## src/hdl/mfe_pkg.sv

```systemverilog
// Function
// - transmit multiplier code gives DAC clock factor
// - decode receive multiplier and divider codes
// - receive clock halves in six-bit mode
// - source bit high clocks ADC from receive generator
// - source bit low uses reference clock directly
// - negative edge bit selects falling sampling edge
// - cutoff ratio from tuning target, low/high
// - bypass bit skips and powers down filter
// - single-pole bit adds extra input filter
// - wideband bit widens cutoff, caps gain 30
// - fast sampling bit raises gain stage bias
// - host bypasses high-pass above fifty megasamples
// - offset bit starts correction, reads zero after
// - tuning busy flag read-only during calibration
// - calibrate at reset, periodically, bit7 controls
// - gain resets to code zero, 2 dB steps
// - gain read shows gain actually applied
// - gain source bit picks register or pins
// - gain code split into coarse and fine
// - demux bypass: each transfer a sample
// - nibble order bit sends low half first
// - quiet pin low powers down interpolator
// - upper transmit bits pick interpolation mode
package mfe_pkg;
	// ----------------------------------------------------------------
	// register offsets and reset values
	// ----------------------------------------------------------------
	localparam logic [3:0] REG_CLK_SRC   = 4'h3;
	localparam logic [3:0] REG_FILT_SEL  = 4'h4;
	localparam logic [3:0] REG_TUNE_TGT  = 4'h5;
	localparam logic [3:0] REG_GAIN      = 4'h6;
	localparam logic [3:0] REG_TX_SET    = 4'h7;
	localparam logic [7:0] RST_CLK_SRC   = 8'h02;
	localparam logic [7:0] RST_FILT_SEL  = 8'h01;
	localparam logic [7:0] RST_TUNE_TGT  = 8'h80;
	localparam logic [4:0] RST_GAIN      = 5'h00;
	localparam logic [7:0] RST_TX_SET    = 8'h00;
	// ----------------------------------------------------------------
	// field positions
	// ----------------------------------------------------------------
	localparam int CLK_TX_NEG   = 7;
	localparam int CLK_ADC_SRC  = 6;
	localparam int FLT_BYPASS   = 0;
	localparam int FLT_ONE_POLE = 1;
	localparam int FLT_WIDE     = 2;
	localparam int FLT_FAST     = 3;
	localparam int FLT_HPF_BYP  = 4;
	localparam int FLT_OFFSET   = 5;
	localparam int FLT_TUNING   = 6;
	localparam int FLT_NO_AUTO  = 7;
	localparam int GAIN_SRC_REG = 5;
	localparam int TX_DEMUX_BYP = 0;
	localparam int TX_LS_FIRST  = 2;
	localparam int TX_QUIET_EN  = 3;
	localparam logic [4:0] GAIN_MAX_CODE  = 5'h15;
	localparam logic [4:0] GAIN_WIDE_CODE = 5'h12;
	localparam logic [8:0] CUT_NUM_LOW    = 9'd64;
	localparam logic [8:0] CUT_NUM_HIGH   = 9'd158;
	// ----------------------------------------------------------------
	// timing
	// ----------------------------------------------------------------
	localparam int MCLK_HZ        = 200_000_000;
	localparam int TUNE_TIME_MS   = 500;
	localparam int TUNE_PERIOD_S  = 2;
	localparam int TUNE_CYCLES    = TUNE_TIME_MS * (MCLK_HZ / 1000);
	localparam int PERIOD_CYCLES  = TUNE_PERIOD_S * MCLK_HZ;
	localparam logic [7:0] OFFSET_CAL_CYCLES = 8'h40;
	// ----------------------------------------------------------------
	// host command port offsets (word index, byte address = 4x)
	// ----------------------------------------------------------------
	localparam logic [2:0] AV_CMD    = 3'h0;
	localparam logic [2:0] AV_STATUS = 3'h1;
	localparam logic [2:0] AV_TX     = 3'h2;
	localparam logic [2:0] AV_GAIN   = 3'h3;
	localparam logic [2:0] AV_QUIET  = 3'h4;
	localparam int CMD_RD_BIT   = 16;
	localparam int TX_SYNC_BIT  = 8;
	// ----------------------------------------------------------------
	// interpolation modes
	// ----------------------------------------------------------------
	typedef enum logic [2:0] {
		INTERP_BYPASS, INTERP_LPF, INTERP_BPF_ADJ, INTERP_BPF_LOW, INTERP_BPF_UP, INTERP_RSVD
	} interp_kind_t;
endpackage

```

## src/hdl/mfe_link_if.sv

```systemverilog
`timescale 1ns/1ps
// control port and transmit bus between processor and front end
interface mfe_link_if;
	logic       reg_req;     // register access request, held to ack
	logic       reg_wr;      // 1 write, 0 read
	logic [3:0] reg_addr;    // register offset
	logic [7:0] reg_wdata;   // write data
	logic       reg_ack;     // one-cycle answer
	logic [7:0] reg_rdata;   // read data, valid with ack
	logic [5:0] tx_data;     // transmit bus
	logic       tx_valid;    // one transfer per high cycle
	logic       tx_sync;     // first half of a word
	logic       gain_strobe; // load gain from tx_data[5:1]
	logic       quiet_n;     // quiet pin, active low
	modport dev  (input reg_req, reg_wr, reg_addr, reg_wdata, tx_data, tx_valid, tx_sync,
		gain_strobe, quiet_n, output reg_ack, reg_rdata);
	modport host (output reg_req, reg_wr, reg_addr, reg_wdata, tx_data, tx_valid, tx_sync,
		gain_strobe, quiet_n, input reg_ack, reg_rdata);
endinterface

```

## src/hdl/mfe_front_end.sv

```systemverilog
`timescale 1ns/1ps
// front end configuration bank and transmit port assembly
module mfe_front_end
	import mfe_pkg::*;
#(
	parameter int TUNE_CYC   = TUNE_CYCLES,
	parameter int PERIOD_CYC = PERIOD_CYCLES
) (
	input  wire logic         mclk,
	input  wire logic         sys_rst,
	mfe_link_if.dev           link,
	input  wire logic         rx_nonmux_mode,   // six-bit receive data mode
	output logic [3:0]        dac_clk_mult,     // DAC clock factor
	output logic [2:0]        rx_clk_mult,      // receive generator multiplier
	output logic [2:0]        rx_clk_div,       // receive generator divider
	output logic              rx_clk_half,      // receive clock output halved
	output logic              adc_clk_from_rx,  // ADC fed from receive generator / 2
	output logic              rx_sync_half,     // receive sync at half clock rate
	output logic              tx_neg_edge,      // sample transmit on falling edge
	output logic              lpf_bypass,       // four-pole filter bypassed
	output logic              lpf_powerdown,    // four-pole filter powered down
	output logic              one_pole_en,      // extra single-pole filter in path
	output logic              lpf_wideband,     // wideband cutoff selected
	output logic              fast_bias,        // raised gain stage bias
	output logic              hpf_bypass,       // digital high-pass removed
	output logic [8:0]        cutoff_num,       // cutoff ratio numerator
	output logic [8:0]        cutoff_den,       // cutoff ratio denominator
	output logic              offset_busy,      // offset correction running
	output logic              tune_busy,        // filter calibration running
	output logic signed [7:0] rx_gain_db,       // applied gain
	output logic signed [7:0] coarse_gain_stage_db,
	output logic signed [7:0] fine_gain_stage_db,
	output logic [2:0]        interp_rate,      // 1, 2 or 4
	output interp_kind_t      interp_kind,
	output logic              interp_powerdown, // interpolator off, DAC silent
	output logic [11:0]       tx_sample,        // assembled transmit word
	output logic              tx_sample_valid   // one-cycle pulse
);
	// ----------------------------------------------------------------
	// state
	// ----------------------------------------------------------------
	typedef struct packed {
		logic [7:0]  clk_src;   // clock source configuration
		logic [5:0]  filt;      // stored filter bits 4:0 and bit 7
		logic [7:0]  tune_tgt;  // tuning target
		logic        gain_src;  // gain set by register
		logic [4:0]  gain;      // applied gain code
		logic [7:0]  tx_set;    // transmit settings
		logic [7:0]  offs_cnt;  // offset correction countdown
		logic        tuning;    // calibration running
		logic [28:0] tune_cnt;  // calibration time
		logic [28:0] per_cnt;   // time since last calibration
		logic        ack;
		logic [7:0]  rdata;
		logic [5:0]  half;      // first half of a word
		logic        have_half;
		logic [11:0] sample;
		logic        sample_v;
	} state_t;

	state_t s_q;   // registered state
	state_t s_d;   // next state
	logic   wr_go; // register write this cycle
	logic   rd_go; // register read this cycle

	// gain code to stage split, wideband limits the top codes
	function automatic logic [15:0] gain_split(input logic [4:0] c, input logic wide);
		logic signed [7:0] cg;
		logic signed [7:0] fg;
		cg = 8'sh00;
		fg = 8'sh00;
		if (c <= 5'h05) begin
			cg = -8'sd6;
			fg = 8'(2 * c);
		end else if (c <= 5'h11) begin
			cg = 8'(6 * ((c - 5'h06) / 3));
			fg = 8'(6 + 2 * ((c - 5'h06) % 3));
		end else if (wide) begin
			cg = 8'sd18;
			fg = 8'sd12;
		end else begin
			cg = 8'sd24;
			fg = 8'(6 + 2 * (c - GAIN_WIDE_CODE));
		end
		return {cg, fg};
	endfunction

	assign wr_go = link.reg_req & link.reg_wr & ~s_q.ack;
	assign rd_go = link.reg_req & ~link.reg_wr & ~s_q.ack;

	// ----------------------------------------------------------------
	// next state
	// ----------------------------------------------------------------
	always_comb begin
		s_d = s_q;
		s_d.ack = 1'b0;
		s_d.sample_v = 1'b0;
		// offset correction countdown
		if (s_q.offs_cnt != 8'h00) begin
			s_d.offs_cnt = s_q.offs_cnt - 8'h01;
		end
		// calibration timing, periodic restart unless disabled
		if (s_q.tuning) begin
			s_d.tune_cnt = s_q.tune_cnt + 29'h1;
			if (s_q.tune_cnt >= 29'(TUNE_CYC - 1)) begin
				s_d.tuning = 1'b0;
				s_d.per_cnt = 29'h0;
			end
		end else if (!s_q.filt[5]) begin
			s_d.per_cnt = s_q.per_cnt + 29'h1;
			if (s_q.per_cnt >= 29'(PERIOD_CYC - 1)) begin
				s_d.tuning = 1'b1;
				s_d.tune_cnt = 29'h0;
			end
		end
		// pin gain load while pins own the gain
		if (!s_q.gain_src && link.gain_strobe) begin
			s_d.gain = (link.tx_data[5:1] > GAIN_MAX_CODE) ? GAIN_MAX_CODE : link.tx_data[5:1];
		end
		// register access, one ack per request
		if (wr_go || rd_go) begin
			s_d.ack = 1'b1;
		end
		if (wr_go) begin
			unique case (link.reg_addr)
				REG_CLK_SRC: s_d.clk_src = link.reg_wdata;
				REG_FILT_SEL: begin
					// tuning flag not writable, offset bit only triggers
					s_d.filt = {link.reg_wdata[FLT_NO_AUTO], link.reg_wdata[4:0]};
					if (link.reg_wdata[FLT_OFFSET]) begin
						s_d.offs_cnt = OFFSET_CAL_CYCLES;
					end
					if (!link.reg_wdata[FLT_NO_AUTO]) begin
						s_d.tuning = 1'b1;
						s_d.tune_cnt = 29'h0;
					end
				end
				REG_TUNE_TGT: s_d.tune_tgt = link.reg_wdata;
				REG_GAIN: begin
					s_d.gain_src = link.reg_wdata[GAIN_SRC_REG];
					if (link.reg_wdata[GAIN_SRC_REG]) begin
						// codes above the table saturate at the top code
						s_d.gain = (link.reg_wdata[4:0] > GAIN_MAX_CODE) ?
							GAIN_MAX_CODE : link.reg_wdata[4:0];
					end
				end
				REG_TX_SET: s_d.tx_set = link.reg_wdata;
				default: ; // unmapped writes dropped
			endcase
		end
		if (rd_go) begin
			unique case (link.reg_addr)
				REG_CLK_SRC:  s_d.rdata = s_q.clk_src;
				REG_FILT_SEL: s_d.rdata = {s_q.filt[5], s_q.tuning, s_q.offs_cnt != 8'h00,
					s_q.filt[4:0]};
				REG_TUNE_TGT: s_d.rdata = s_q.tune_tgt;
				REG_GAIN:     s_d.rdata = {2'b00, s_q.gain_src, s_q.gain};
				REG_TX_SET:   s_d.rdata = s_q.tx_set;
				default:      s_d.rdata = 8'h00; // unmapped reads zero
			endcase
		end
		// transmit word assembly, stopped while interpolator is quiet
		if (link.tx_valid && !interp_powerdown) begin
			if (s_q.tx_set[TX_DEMUX_BYP]) begin
				s_d.sample = {link.tx_data, 6'h00};
				s_d.sample_v = 1'b1;
			end else if (link.tx_sync) begin
				s_d.half = link.tx_data;
				s_d.have_half = 1'b1;
			end else if (s_q.have_half) begin
				s_d.sample = s_q.tx_set[TX_LS_FIRST] ? {link.tx_data, s_q.half} :
					{s_q.half, link.tx_data};
				s_d.sample_v = 1'b1;
				s_d.have_half = 1'b0;
			end
		end
	end

	// ----------------------------------------------------------------
	// registers; calibration starts out of reset
	// ----------------------------------------------------------------
	always_ff @(posedge mclk) begin
		if (sys_rst) begin
			s_q <= '0;
			s_q.clk_src <= RST_CLK_SRC;
			s_q.filt <= {RST_FILT_SEL[FLT_NO_AUTO], RST_FILT_SEL[4:0]};
			s_q.tune_tgt <= RST_TUNE_TGT;
			s_q.gain <= RST_GAIN;
			s_q.tx_set <= RST_TX_SET;
			s_q.tuning <= 1'b1;
		end else begin
			s_q <= s_d;
		end
	end

	// ----------------------------------------------------------------
	// decoded outputs
	// ----------------------------------------------------------------
	logic [15:0] split; // coarse and fine stage gains

	assign split = gain_split(s_q.gain, s_q.filt[FLT_WIDE]);
	assign coarse_gain_stage_db = split[15:8];
	assign fine_gain_stage_db = split[7:0];
	assign rx_gain_db = coarse_gain_stage_db + fine_gain_stage_db;
	assign dac_clk_mult = 4'h1 << s_q.clk_src[1:0];
	// code 11 is left to the host to avoid
	assign rx_clk_mult = (s_q.clk_src[5:4] == 2'b00) ? 3'd3 :
		(s_q.clk_src[5:4] == 2'b01) ? 3'd4 : 3'd6;
	assign rx_clk_div = (s_q.clk_src[3:2] == 2'b00) ? 3'd2 :
		(s_q.clk_src[3:2] == 2'b01) ? 3'd4 : 3'd1;
	assign rx_clk_half = rx_nonmux_mode;
	assign adc_clk_from_rx = s_q.clk_src[CLK_ADC_SRC];
	assign rx_sync_half = s_q.clk_src[CLK_ADC_SRC];
	assign tx_neg_edge = s_q.clk_src[CLK_TX_NEG];
	assign lpf_bypass = s_q.filt[FLT_BYPASS];
	assign lpf_powerdown = s_q.filt[FLT_BYPASS];
	assign one_pole_en = s_q.filt[FLT_ONE_POLE];
	assign lpf_wideband = s_q.filt[FLT_WIDE];
	assign fast_bias = s_q.filt[FLT_FAST];
	assign hpf_bypass = s_q.filt[FLT_HPF_BYP];
	assign cutoff_num = s_q.filt[FLT_WIDE] ? CUT_NUM_HIGH : CUT_NUM_LOW;
	assign cutoff_den = CUT_NUM_LOW + {1'b0, s_q.tune_tgt};
	assign offset_busy = s_q.offs_cnt != 8'h00;
	assign tune_busy = s_q.tuning;
	assign interp_powerdown = s_q.tx_set[TX_QUIET_EN] & ~link.quiet_n;
	assign tx_sample = s_q.sample;
	assign tx_sample_valid = s_q.sample_v;
	assign link.reg_ack = s_q.ack;
	assign link.reg_rdata = s_q.rdata;

	// interpolation mode from upper transmit bits
	always_comb begin
		interp_rate = 3'd4;
		interp_kind = INTERP_RSVD;
		unique case (s_q.tx_set[7:4])
			4'h0: interp_kind = INTERP_LPF;
			4'h1: begin
				interp_kind = INTERP_LPF;
				interp_rate = 3'd2;
			end
			4'h2: begin
				interp_kind = INTERP_BYPASS;
				interp_rate = 3'd1;
			end
			4'h4: interp_kind = INTERP_BPF_ADJ;
			4'h5: begin
				interp_kind = INTERP_BPF_ADJ;
				interp_rate = 3'd2;
			end
			4'h8: interp_kind = INTERP_BPF_LOW;
			4'hc: interp_kind = INTERP_BPF_UP;
			default: interp_kind = INTERP_RSVD; // undefined codes
		endcase
	end
endmodule

```

## src/flat_wrapper.sv

```systemverilog
// flat-port wrapper written by rule: the top's interface ports become plain ports
module mfe_front_end_flat import mfe_pkg::*;
#(
	parameter int TUNE_CYC   = TUNE_CYCLES,
	parameter int PERIOD_CYC = PERIOD_CYCLES
)
  (mclk, sys_rst, rx_nonmux_mode, dac_clk_mult, rx_clk_mult, rx_clk_div, rx_clk_half, adc_clk_from_rx, rx_sync_half, tx_neg_edge, lpf_bypass, lpf_powerdown, one_pole_en, lpf_wideband, fast_bias, hpf_bypass, cutoff_num, cutoff_den, offset_busy, tune_busy, rx_gain_db, coarse_gain_stage_db, fine_gain_stage_db, interp_rate, interp_kind, interp_powerdown, tx_sample, tx_sample_valid, link_reg_req, link_reg_wr, link_reg_addr, link_reg_wdata, link_tx_data, link_tx_valid, link_tx_sync, link_gain_strobe, link_quiet_n, link_reg_ack, link_reg_rdata);
  mfe_link_if link_i ();
  input  wire logic mclk;
  input  wire logic sys_rst;
  input  wire logic rx_nonmux_mode;
  output logic [3:0] dac_clk_mult;
  output logic [2:0] rx_clk_mult;
  output logic [2:0] rx_clk_div;
  output logic rx_clk_half;
  output logic adc_clk_from_rx;
  output logic rx_sync_half;
  output logic tx_neg_edge;
  output logic lpf_bypass;
  output logic lpf_powerdown;
  output logic one_pole_en;
  output logic lpf_wideband;
  output logic fast_bias;
  output logic hpf_bypass;
  output logic [8:0] cutoff_num;
  output logic [8:0] cutoff_den;
  output logic offset_busy;
  output logic tune_busy;
  output logic signed [7:0] rx_gain_db;
  output logic signed [7:0] coarse_gain_stage_db;
  output logic signed [7:0] fine_gain_stage_db;
  output logic [2:0] interp_rate;
  output interp_kind_t interp_kind;
  output logic interp_powerdown;
  output logic [11:0] tx_sample;
  output logic tx_sample_valid;
  input wire logic [$bits(link_i.reg_req)-1:0] link_reg_req;
  input wire logic [$bits(link_i.reg_wr)-1:0] link_reg_wr;
  input wire logic [$bits(link_i.reg_addr)-1:0] link_reg_addr;
  input wire logic [$bits(link_i.reg_wdata)-1:0] link_reg_wdata;
  input wire logic [$bits(link_i.tx_data)-1:0] link_tx_data;
  input wire logic [$bits(link_i.tx_valid)-1:0] link_tx_valid;
  input wire logic [$bits(link_i.tx_sync)-1:0] link_tx_sync;
  input wire logic [$bits(link_i.gain_strobe)-1:0] link_gain_strobe;
  input wire logic [$bits(link_i.quiet_n)-1:0] link_quiet_n;
  output wire logic [$bits(link_i.reg_ack)-1:0] link_reg_ack;
  output wire logic [$bits(link_i.reg_rdata)-1:0] link_reg_rdata;
  assign link_i.reg_req = link_reg_req;
  assign link_i.reg_wr = link_reg_wr;
  assign link_i.reg_addr = link_reg_addr;
  assign link_i.reg_wdata = link_reg_wdata;
  assign link_i.tx_data = link_tx_data;
  assign link_i.tx_valid = link_tx_valid;
  assign link_i.tx_sync = link_tx_sync;
  assign link_i.gain_strobe = link_gain_strobe;
  assign link_i.quiet_n = link_quiet_n;
  assign link_reg_ack = link_i.reg_ack;
  assign link_reg_rdata = link_i.reg_rdata;
  mfe_front_end #(.TUNE_CYC(TUNE_CYC), .PERIOD_CYC(PERIOD_CYC)) u_core (.mclk(mclk), .sys_rst(sys_rst), .link(link_i), .rx_nonmux_mode(rx_nonmux_mode), .dac_clk_mult(dac_clk_mult), .rx_clk_mult(rx_clk_mult), .rx_clk_div(rx_clk_div), .rx_clk_half(rx_clk_half), .adc_clk_from_rx(adc_clk_from_rx), .rx_sync_half(rx_sync_half), .tx_neg_edge(tx_neg_edge), .lpf_bypass(lpf_bypass), .lpf_powerdown(lpf_powerdown), .one_pole_en(one_pole_en), .lpf_wideband(lpf_wideband), .fast_bias(fast_bias), .hpf_bypass(hpf_bypass), .cutoff_num(cutoff_num), .cutoff_den(cutoff_den), .offset_busy(offset_busy), .tune_busy(tune_busy), .rx_gain_db(rx_gain_db), .coarse_gain_stage_db(coarse_gain_stage_db), .fine_gain_stage_db(fine_gain_stage_db), .interp_rate(interp_rate), .interp_kind(interp_kind), .interp_powerdown(interp_powerdown), .tx_sample(tx_sample), .tx_sample_valid(tx_sample_valid));
endmodule
```

## config.mk

```make
export PLATFORM = sky130hd
export DESIGN_NAME = mfe_front_end_flat
export DESIGN_NICKNAME = d
export VERILOG_FILES = /design/src/hdl/mfe_pkg.sv /design/src/hdl/mfe_link_if.sv /design/src/hdl/mfe_front_end.sv /design/src/flat_wrapper.sv
export SDC_FILE = /design/constraint.sdc
export NUM_CORES = 1
export LEC_CHECK = 0
export ABC_AREA = 1
export BUFFER_PORTS_ARGS = -buffer_cell sky130_fd_sc_hd__buf_2
export CORE_MARGIN = 2
export CORE_UTILIZATION = 42
export CTS_CLUSTER_DIAMETER = 50
export DETAILED_ROUTE_END_ITERATION = 8
export PLACE_DENSITY = 0.69
export SKIP_CTS_REPAIR_TIMING = 1
export SLEW_MARGIN = 25
export SYNTH_ARGS = -nofsm -noshare
export SYNTH_HDL_FRONTEND = slang
export SYNTH_SLANG_ARGS = --single-unit
```

## constraint.sdc

```tcl
create_clock -name mclk -period 10.3 [get_ports mclk]
set_input_delay 0.515 -clock mclk [delete_from_list [all_inputs] [get_ports mclk]]
set_output_delay 0.515 -clock mclk [all_outputs]
set_load 0.005 [all_outputs]
```

### Yosys cells after proc, flatten, opt, wreduce, memory -nomap -nowiden

Index checks and enable logic that the tools add are counted.

* bits in writable memories: 0
* word-level logic and storage cells: 120
* output and inout bits: 93
* memories kept: 0
* input bits: 27
* register bits: 132
* memory bits (read-only): 0
* latch bits: 0

* bitwise gates (word level): 10
* div/mod/pow operators: 2
* multiply operators: 1
* reduce and logical (&&, ||, !) cells: 23
* magnitude comparators: 6
* eq/ne operators: 16
* shift operators: 1
* add/subtract/negate cells: 9
* multiplexer cells: 36

Operators with widths (count)
* 59-bit two-way mux: 2
* 8-bit two-way mux: 9
* 30-bit two-way mux: 2
* 29-bit by 1-bit adder with 29-bit output, second input constant: 2
* 51-bit two-way mux: 1
* 8-bit case mux with 5 select lines: 1
* 13-bit two-way mux: 3
* 38-bit two-way mux: 1
* 32-bit by 2-bit divider with 32-bit output, second input constant: 1
* 32-bit by 2-bit modulo with 32-bit output, second input constant: 1
* 2-bit by 32-bit multiplier with 7-bit output, first input constant: 1
* 29-bit by 27-bit greater-or-equal comparator with 1-bit output, second input constant: 1
* 29-bit greater-or-equal comparator, second input constant: 1
* 29-bit two-way mux: 1
* 5-bit two-way mux: 5
* 4-bit by 3-bit equality test with 1-bit output, second input constant: 6
* 3-bit by 8-bit adder with 8-bit output, first input constant: 2
* 3-bit case mux with 5 select lines: 1
* 2-bit AND reduction: 7
* 12-bit two-way mux: 1
* 5-bit greater-than comparator, second input constant: 2
* 7-bit by 8-bit adder with 9-bit output, first input constant: 1
* 3-bit two-way mux: 3
* 8-bit adder: 1
* 27 further kinds: 48

### Depth between registers and ports, before layout

Gate-level depths: netlist of run 1.

* depth in word-level cells: 7
* mapped depth: 40
* gate-level depth less buffers: 40

### Least setup slack after synthesis of run 1

No wires, ideal clock.

* path type: flip-flop to output port
* start: reg u_core.s_q[105] (netlist bit)
* end: out rx_gain_db[7]
* data required time: 9785 ps
* stages on the path, launching flop included: 32
* buffers on the path: 0
* slack: 5160 ps
* arrival time: 4625 ps
* cell sequence: dfxtp_1 inv_1 ha_1 nand3_4 nand2_2 nand2_2 nand2_1 inv_1 ha_1 inv_1 nand3_4 nor2_8 nand3_1 nand2_1 inv_1 ha_1 inv_1 nand3_4 inv_2 nand2_1 o21ai_2 ha_1 a221oi_1 inv_1 fa_1 o21ai_0 a21oi_1 inv_1 a21oi_1 inv_1 nand2_1 nand2_1

* word-level cells in the longest chain between the ends: 6
* elaborated cells between the ends (all ways): 15
* classes of those cells: add/sub: 5; mul: 1; div: 2; order compare: 2; mux: 5

Ends and longest elaborated chain
* start: declaration: RTL line mfe_front_end.sv:61 `state_t s_q;`
* 5-bit by 3-bit subtractor with 6-bit output / 5-bit by 5-bit subtractor with 6-bit output (equally long branches): RTL line mfe_front_end.sv:77, mfe_front_end.sv:83
* 32-bit by 2-bit modulo with 32-bit output / 3-bit by 8-bit adder with 8-bit output (equally long branches): RTL line mfe_front_end.sv:77, mfe_front_end.sv:83
* 3-bit by 8-bit adder with 8-bit output / 8-bit two-way mux (equally long branches): RTL line mfe_front_end.sv:77, mfe_front_end.sv:78
* 8-bit two-way mux: RTL line mfe_front_end.sv:75 `end else if (c <= 5'h11) begin`
* 8-bit two-way mux (*): RTL line mfe_front_end.sv:72 `if (c <= 5'h05) begin`
* net fine_gain_stage_db[2]: RTL line flat_wrapper.sv:31 `output logic signed [7:0] fine_gain_stage_db;`
* 8-bit adder (*): RTL line mfe_front_end.sv:204 `assign rx_gain_db = coarse_gain_stage_db + fine_gain_stage_db;`
* end: declaration: RTL line flat_wrapper.sv:29 `output logic signed [7:0] rx_gain_db;`

The timed path passes the listed nets; every way through them passes the cells marked *.

### Worst setup path in the final report of run 1

* start: reg u_core.s_q[105] (netlist bit)
* end: out rx_gain_db[7]

* word-level cells in the longest chain between the ends: 6
* elaborated cells between the ends (all ways): 15
* classes of those cells: add/sub: 5; mul: 1; div: 2; order compare: 2; mux: 5

Ends and longest elaborated chain
* 5-bit by 3-bit subtractor with 6-bit output / 5-bit by 5-bit subtractor with 6-bit output (equally long branches): RTL line mfe_front_end.sv:76, mfe_front_end.sv:77, mfe_front_end.sv:83
* 32-bit by 2-bit divider with 32-bit output, or another cell as far along: RTL line mfe_front_end.sv:76 `cg = 8'(6 * ((c - 5'h06) / 3));`
* 2-bit by 32-bit multiplier with 7-bit output, or another cell as far along: RTL line mfe_front_end.sv:76
* 8-bit two-way mux: RTL line mfe_front_end.sv:75
* 8-bit two-way mux: RTL line mfe_front_end.sv:72
* 8-bit adder (*): RTL line mfe_front_end.sv:204

Every way passes the cells marked *; elsewhere a longest branch is shown, timed or not.

==> summary.txt, run 1 <==
Synth
  • Most common cell in the netlist: nand2_1
  • Syn Std Cell Area: 8050 µm²
  • Post-synth top area share: 0.328
  • Yosys Warn Count: 0
  • FF+latch count, synth: 132
  • Per-instance average area after synthesis: 6.82 µm²
  • Post-synth ARST share: 0
  • Synth area leader: dfxtp_1
  • Top cells by count, synth: nand2_1, inv_1, dfxtp_1, nor2_1, a21oi_1
  • Sequential-to-total area share from yosys stat: 0.328
  • Dominant cells by area after synthesis: dfxtp_1, nand2_1, inv_1
  • Number of synthesized flops with an enable pin: 0
  • Synth unique cells: 54
  • Main flop type after synthesis: dfxtp_1
  • Cells after Synth: 1,179

Timing
  • Worst setup margin: 4.08 ns
  • Fmax: 0.161 GHz
  • Headroom to the max-slew limit: 0.526
  • Slew Limit Fails: 0
  • Final Skew: 0.00903 ns
  • RSZ-0062 raised after global routing: false
  • Ratio of final minimum period to clock period: 0.604
  • Setup Viol. Count Final: 0
  • Final hold viol count: 0
  • Worst-Margin Slew: 0.706 ns
  • Total negative slack: 0 ns
  • Final Critical Period: 6.22 ns

Die
  • Die Footprint: 20,300 µm²
  • Die X-Extent: 142 µm
  • # IOs: 120
  • Core Rows: 50
  • Core region area: 18,800 µm²
  • Starting density of the core: 0.429
  • Die height: 142 µm

Power
  • Clock power frac: 0.370
  • VDD IR-drop max: 0.116 mV
  • Total chip power: 1530 µW
  • Switching Fraction: 0.327
  • Comb power frac: 0.270
  • Lkg Pwr: 0.00393 µW
  • Cell Pwr Density: 167 nW/µm²
  • Sequential power share: 0.360
  • Int Pwr: 1030 µW
  • NetSw: 500 µW

Setup path
  • Most frequent CP cell: inv_1
  • Worst Path Required: 9.79 ns
  • Critical path fanouts, max: 8
  • CP max-delay cell: dfxtp_1
  • Top delay family on crit path: adder cells
  • Critical Path Max Stage Delay: 0.50 ns
  • CP Class: reg -> out
  • CP startpoint kind: register
  • Setup crit end kind: output pin
  • Buf/Inv on CP: 9
  • WP data arrival: 5.70 ns

Final layout
  • Non-Filler Instances: 1,509
  • Layout area overhead: 13.7%
  • Register Area: 2640 µm²
  • Layout filler cell count: 1,872
  • Multi-input logic area: 4470 µm²
  • Fraction of layout cells with a size suffix above 1: 0.160
  • Final instance area: 9150 µm²
  • Final net count: 1,317

Place
  • Post-DP HPWL: 15,900 µm
  • # port buffers: 111
  • Cells after DPL: 1,476
  • Worst slack, placed: 4.50 ns
  • Dpl cell area: 8590 µm²
  • GP Congestion: 0.865

Clock tree
  • CTS buffer count: 17
  • Reg clk slew, reported paths: 0.06 ns
  • Sink Count: 132
  • Htree depth: 4
  • Skew-Pair Late Insertion Delay: 0.43 ns
  • Clock Path Buffers: 2
  • Clock root cell: clkbuf_16
  • TritonCTS clock tree: yes

Drt
  • Via Count: 7,875
  • Routed vias/inst: 5.22
  • Routed wire length: 21,200 µm
  • Starting DRT DRC Count: 602
  • Drt pass-1 iters: 5
  • Wirelength per Cell: 14.1 µm
  • # DRC: 0
  • Detail Route Antenna Nets: 0

GRT
  • Gr ovfl total: 0
  • Pin count of the biggest net entering global routing: 51
  • Global-route wire length before repair: 35,000 µm
  • Initial antenna violation count: 1
  • Vias in the first global route: 7,064
  • Total GRT Usage: 0.214

Hold path
  • Hold Path Class: in -> reg

Outcome
  • Status: finished, final reports clean

Flow run
  • Max_cap viols: 0
==> area by class of cell <==
cell class | instances | share of cell area
well taps | 234 | 0.0320
flip-flops and latches | 132 | 0.289
clock inverters | 11 | 0.00848
diodes | 1 | 0.000274
clock buffers | 21 | 0.0525
multi-input cells | 840 | 0.488
inverters | 152 | 0.0629
repair buffers | 118 | 0.0665
==> worst reg2reg max path, delay by kind of cell (launching register included) <==
kind	cells	cell delay (ns)
flip-flops	1	0.34
AND/OR/NAND/NOR	4	1.53
buffers and inverters	2	0.35
AO/OA/AOI/OAI	3	0.53
==> layer usage <==
| metal | share of wire | track usage | vias up |
|---|---|---|---|
| li1 | - | - | 4046 |
| met1 | 0.49 | 0.299 | 3584 |
| met2 | 0.44 | 0.340 | 210 |
| met3 | 0.050 | 0.0333 | 35 |
| met4 | 0.019 | 0.0683 | 0 |
| met5 | 0 | 0 | - |
==> cells by family after synthesis <==
logic type	after synthesis	synth area share
xor+xnor	19	0.0216
flops	132	0.328
other cells	1	0.000466
compound gates	239	0.170
buf+inv	213	0.119
fa+ha+maj	29	0.0470
simple gates	546	0.313
==> placed cells by master (no fill, tap or decap), types with 6 or more instances in the layout <==
master / count
nand2_1: 250
nand2_2: 11
a21oi_1: 95
nand2_4: 6
nor2_1: 116
o21ai_0: 77
nor4_1: 6
or2_2: 13
o31ai_1: 9
buf_2: 111
clkbuf_16: 17
nand3_1: 81
nand4_1: 17
nor3_1: 23
a211oi_1: 9
inv_1: 142
a221oi_1: 6
dfxtp_1: 132
ha_1: 27
xor2_1: 14
o211ai_1: 19
conb_1: 7
clkinvlp_4: 6
buf_4: 7
==> through the flow <==
stage	util	hold slack (ns)
after floorplan	-	0.430
after global placement	0.457	0.450
after detailed placement	0.457	0.456
after CTS	0.487	0.340
after global routing	0.487	0.370
final	0.487	0.354
==> state kept, by name (all words and copies together) (netlist names) <==
register,count
u_core.link.reg_rdata,8
u_core.lpf_bypass,1
u_core.s_q,102
u_core.link.reg_ack,1
u_core.one_pole_en,1
u_core.tune_busy,1
u_core.tx_sample,12
u_core.lpf_wideband,1
u_core.tx_neg_edge,1
u_core.hpf_bypass,1
u_core.tx_sample_valid,1
u_core.adc_clk_from_rx,1
u_core.fast_bias,1
==> power by group through the flow <==
| stage | Clock [µW] | Combinational [µW] | Sequential (µW) |
|---|---|---|---|
| after global routing | 595 | 469 | 553 |
| after detailed placement | 0 | 413 | 560 |
| after global placement | 0 | 406 | 560 |
| after CTS | 573 | 415 | 550 |
| final | 565 | 412 | 550 |
| after floorplan | 0 | 305 | 556 |
==> final timing paths <==
check / from / endpoint / slack, ns / cells past startpoint
max: u_core.s_q[105] / rx_gain_db[7] / 4.08 / 31
min: link_reg_wdata[7] / u_core.s_q[117] / 0.35 / 3
max reg2reg: u_core.s_q[40] / u_core.s_q[78] / 7.46 / 9
min reg2reg: u_core.tx_sample[0] / u_core.tx_sample[0] / 0.46 / 2
No activity file was read; power rests on OpenSTA's default activity.
==> inputs of run 2 (changes only) <==
- clock period: 10.3 -> 6.15 ns (I/O delays scaled with it)
==> run 2 against run 1 <==
Compared with the run above:
- total power up 69%
- largest power group unchanged
- final cell count about the same
- first-iteration DRC count shrank 7.6%
- clock power increased by 69%
- register-to-register slack worse by 4.2 ns
- sequential power up 67%
- global-route usage decreased by 0.22 points
- hold slack worse by 0.20 ns
- largest cell class unchanged
- utilization increased by 0.12 points
==> summary.txt, run 2 (synthesis results as in run 1) <==
Outcome
  • Status: finished, final reports clean

Die
  • Die height: 142 µm
  • Die X-Extent: 142 µm
  • Die Footprint: 20,300 µm²
  • Starting density of the core: 0.429
  • # IOs: 120
  • Core Rows: 50
  • Core region area: 18,800 µm²

Flow run
  • Max_cap viols: 0

Clock tree
  • CTS buffer count: 17
  • Skew-Pair Late Insertion Delay: 0.43 ns
  • Clock Path Buffers: 2
  • Reg clk slew, reported paths: 0.06 ns
  • Htree depth: 4
  • Clock root cell: clkbuf_16
  • Sink Count: 132
  • TritonCTS clock tree: yes

Setup path
  • Buf/Inv on CP: 9
  • Most frequent CP cell: nand2_1
  • Critical Path Max Stage Delay: 0.37 ns
  • WP data arrival: 5.34 ns
  • CP Class: reg -> out
  • Worst Path Required: 5.84 ns
  • CP max-delay cell: dfxtp_2
  • Top delay family on crit path: simple AND/OR/NAND/NOR gates
  • CP startpoint kind: register
  • Setup crit end kind: output pin
  • Critical path fanouts, max: 8

Timing
  • Headroom to the max-slew limit: 0.533
  • Fmax: 0.177 GHz
  • RSZ-0062 raised after global routing: false
  • Slew Limit Fails: 0
  • Ratio of final minimum period to clock period: 0.919
  • Total negative slack: 0 ns
  • Final hold viol count: 0
  • Final Critical Period: 5.65 ns
  • Hold_ws: 0.151 ns
  • Setup Viol. Count Final: 0
  • Final Skew: 0.0128 ns
  • Worst-Margin Slew: 0.698 ns

GRT
  • Gr ovfl total: 0
  • Vias in the first global route: 6,998
  • Pin count of the biggest net entering global routing: 51
  • Initial antenna violation count: 0
  • Global-route wire length before repair: 34,600 µm
  • Total GRT Usage: 0.212

Final layout
  • Fraction of layout cells with a size suffix above 1: 0.165
  • Final net count: 1,317
  • Antenna cells: 0
  • Layout area overhead: 14.0%
  • Commonest non-fill, non-tap cell in the layout: nand2_1
  • Largest reg by FF count: u_core.s_q
  • Commonest cells after routing, fill and taps aside: nand2_1, inv_1, dfxtp_1, nor2_1, buf_2
  • Non-Filler Instances: 1,508
  • Max reg flops: 102

Power
  • Cell Pwr Density: 281 nW/µm²
  • VDD IR-drop max: 0.181 mV
  • Lkg Pwr: 0.00394 µW

Hold path
  • Hold Path Class: in -> reg

Drt
  • Routed wire length: 21,200 µm
  • # DRC: 0
  • Via Count: 7,887
  • Detail Route Antenna Nets: 0
  • Drt pass-1 iters: 5
  • Wirelength per Cell: 14.1 µm
  • Starting DRT DRC Count: 556
  • Routed vias/inst: 5.23

Place
  • Cells after DPL: 1,476
  • # port buffers: 111
  • GP Congestion: 0.865
  • Post-DP HPWL: 15,900 µm
[run 2: final cells by class]
| cell class | count | area [µm²] |
|---|---|---|
| inverter | 152 | 576 |
| clock buffer | 19 | 443 |
| sequential | 132 | 2650 |
| multi-input combinational | 840 | 4490 |
| fill | 1889 | 9600 |
| clock inverter | 13 | 111 |
| tap | 234 | 293 |
| timing repair buffer | 118 | 608 |
[run 2: worst register-to-register path: stages, from the launching register on]
cell and delay [ns]:
dfxtp_1 0.35, nor4_1 0.45, a31oi_1 0.16, nor3_1 0.16
o221ai_1 0.14, nand2_1 0.48, inv_1 0.09, nor2_1 0.44
inv_1 0.24, o31ai_1 0.25
[run 2: worst paths after layout]
check                 startpoint             endpoint  slack, ns  cells after the start
max              u_core.s_q[105]        rx_gain_db[6]       0.50                     39
min            link_reg_wdata[7]      u_core.s_q[117]       0.15                      3
max reg2reg       u_core.s_q[40]       u_core.s_q[77]       3.29                      9
min reg2reg  u_core.tx_sample[1]  u_core.tx_sample[1]       0.46                      2
[run 2: where the power goes]
group / switching (µW) / internal, µW
logic: 421 / 279
clock network: 391 / 563
registers: 29.7 / 891
total: 841 / 1730
[run 2: per-layer routing]
layer	part of all wire	track usage
met3	0.052	0.0380
met1	0.49	0.290
met4	0.021	0.0761
met5	0	0
met2	0.44	0.336
[run 2: through the flow]
step	utilization	instance area (µm²)	power [µW]	worst slack [ns]
after floorplan	-	8070	1440	1.22
after global placement	0.457	8590	1620	0.726
after detailed placement	0.457	8590	1630	0.518
after CTS	0.487	9140	2580	0.0711
after global routing	0.489	9170	2720	0.00563
final	0.489	9170	2570	0.501
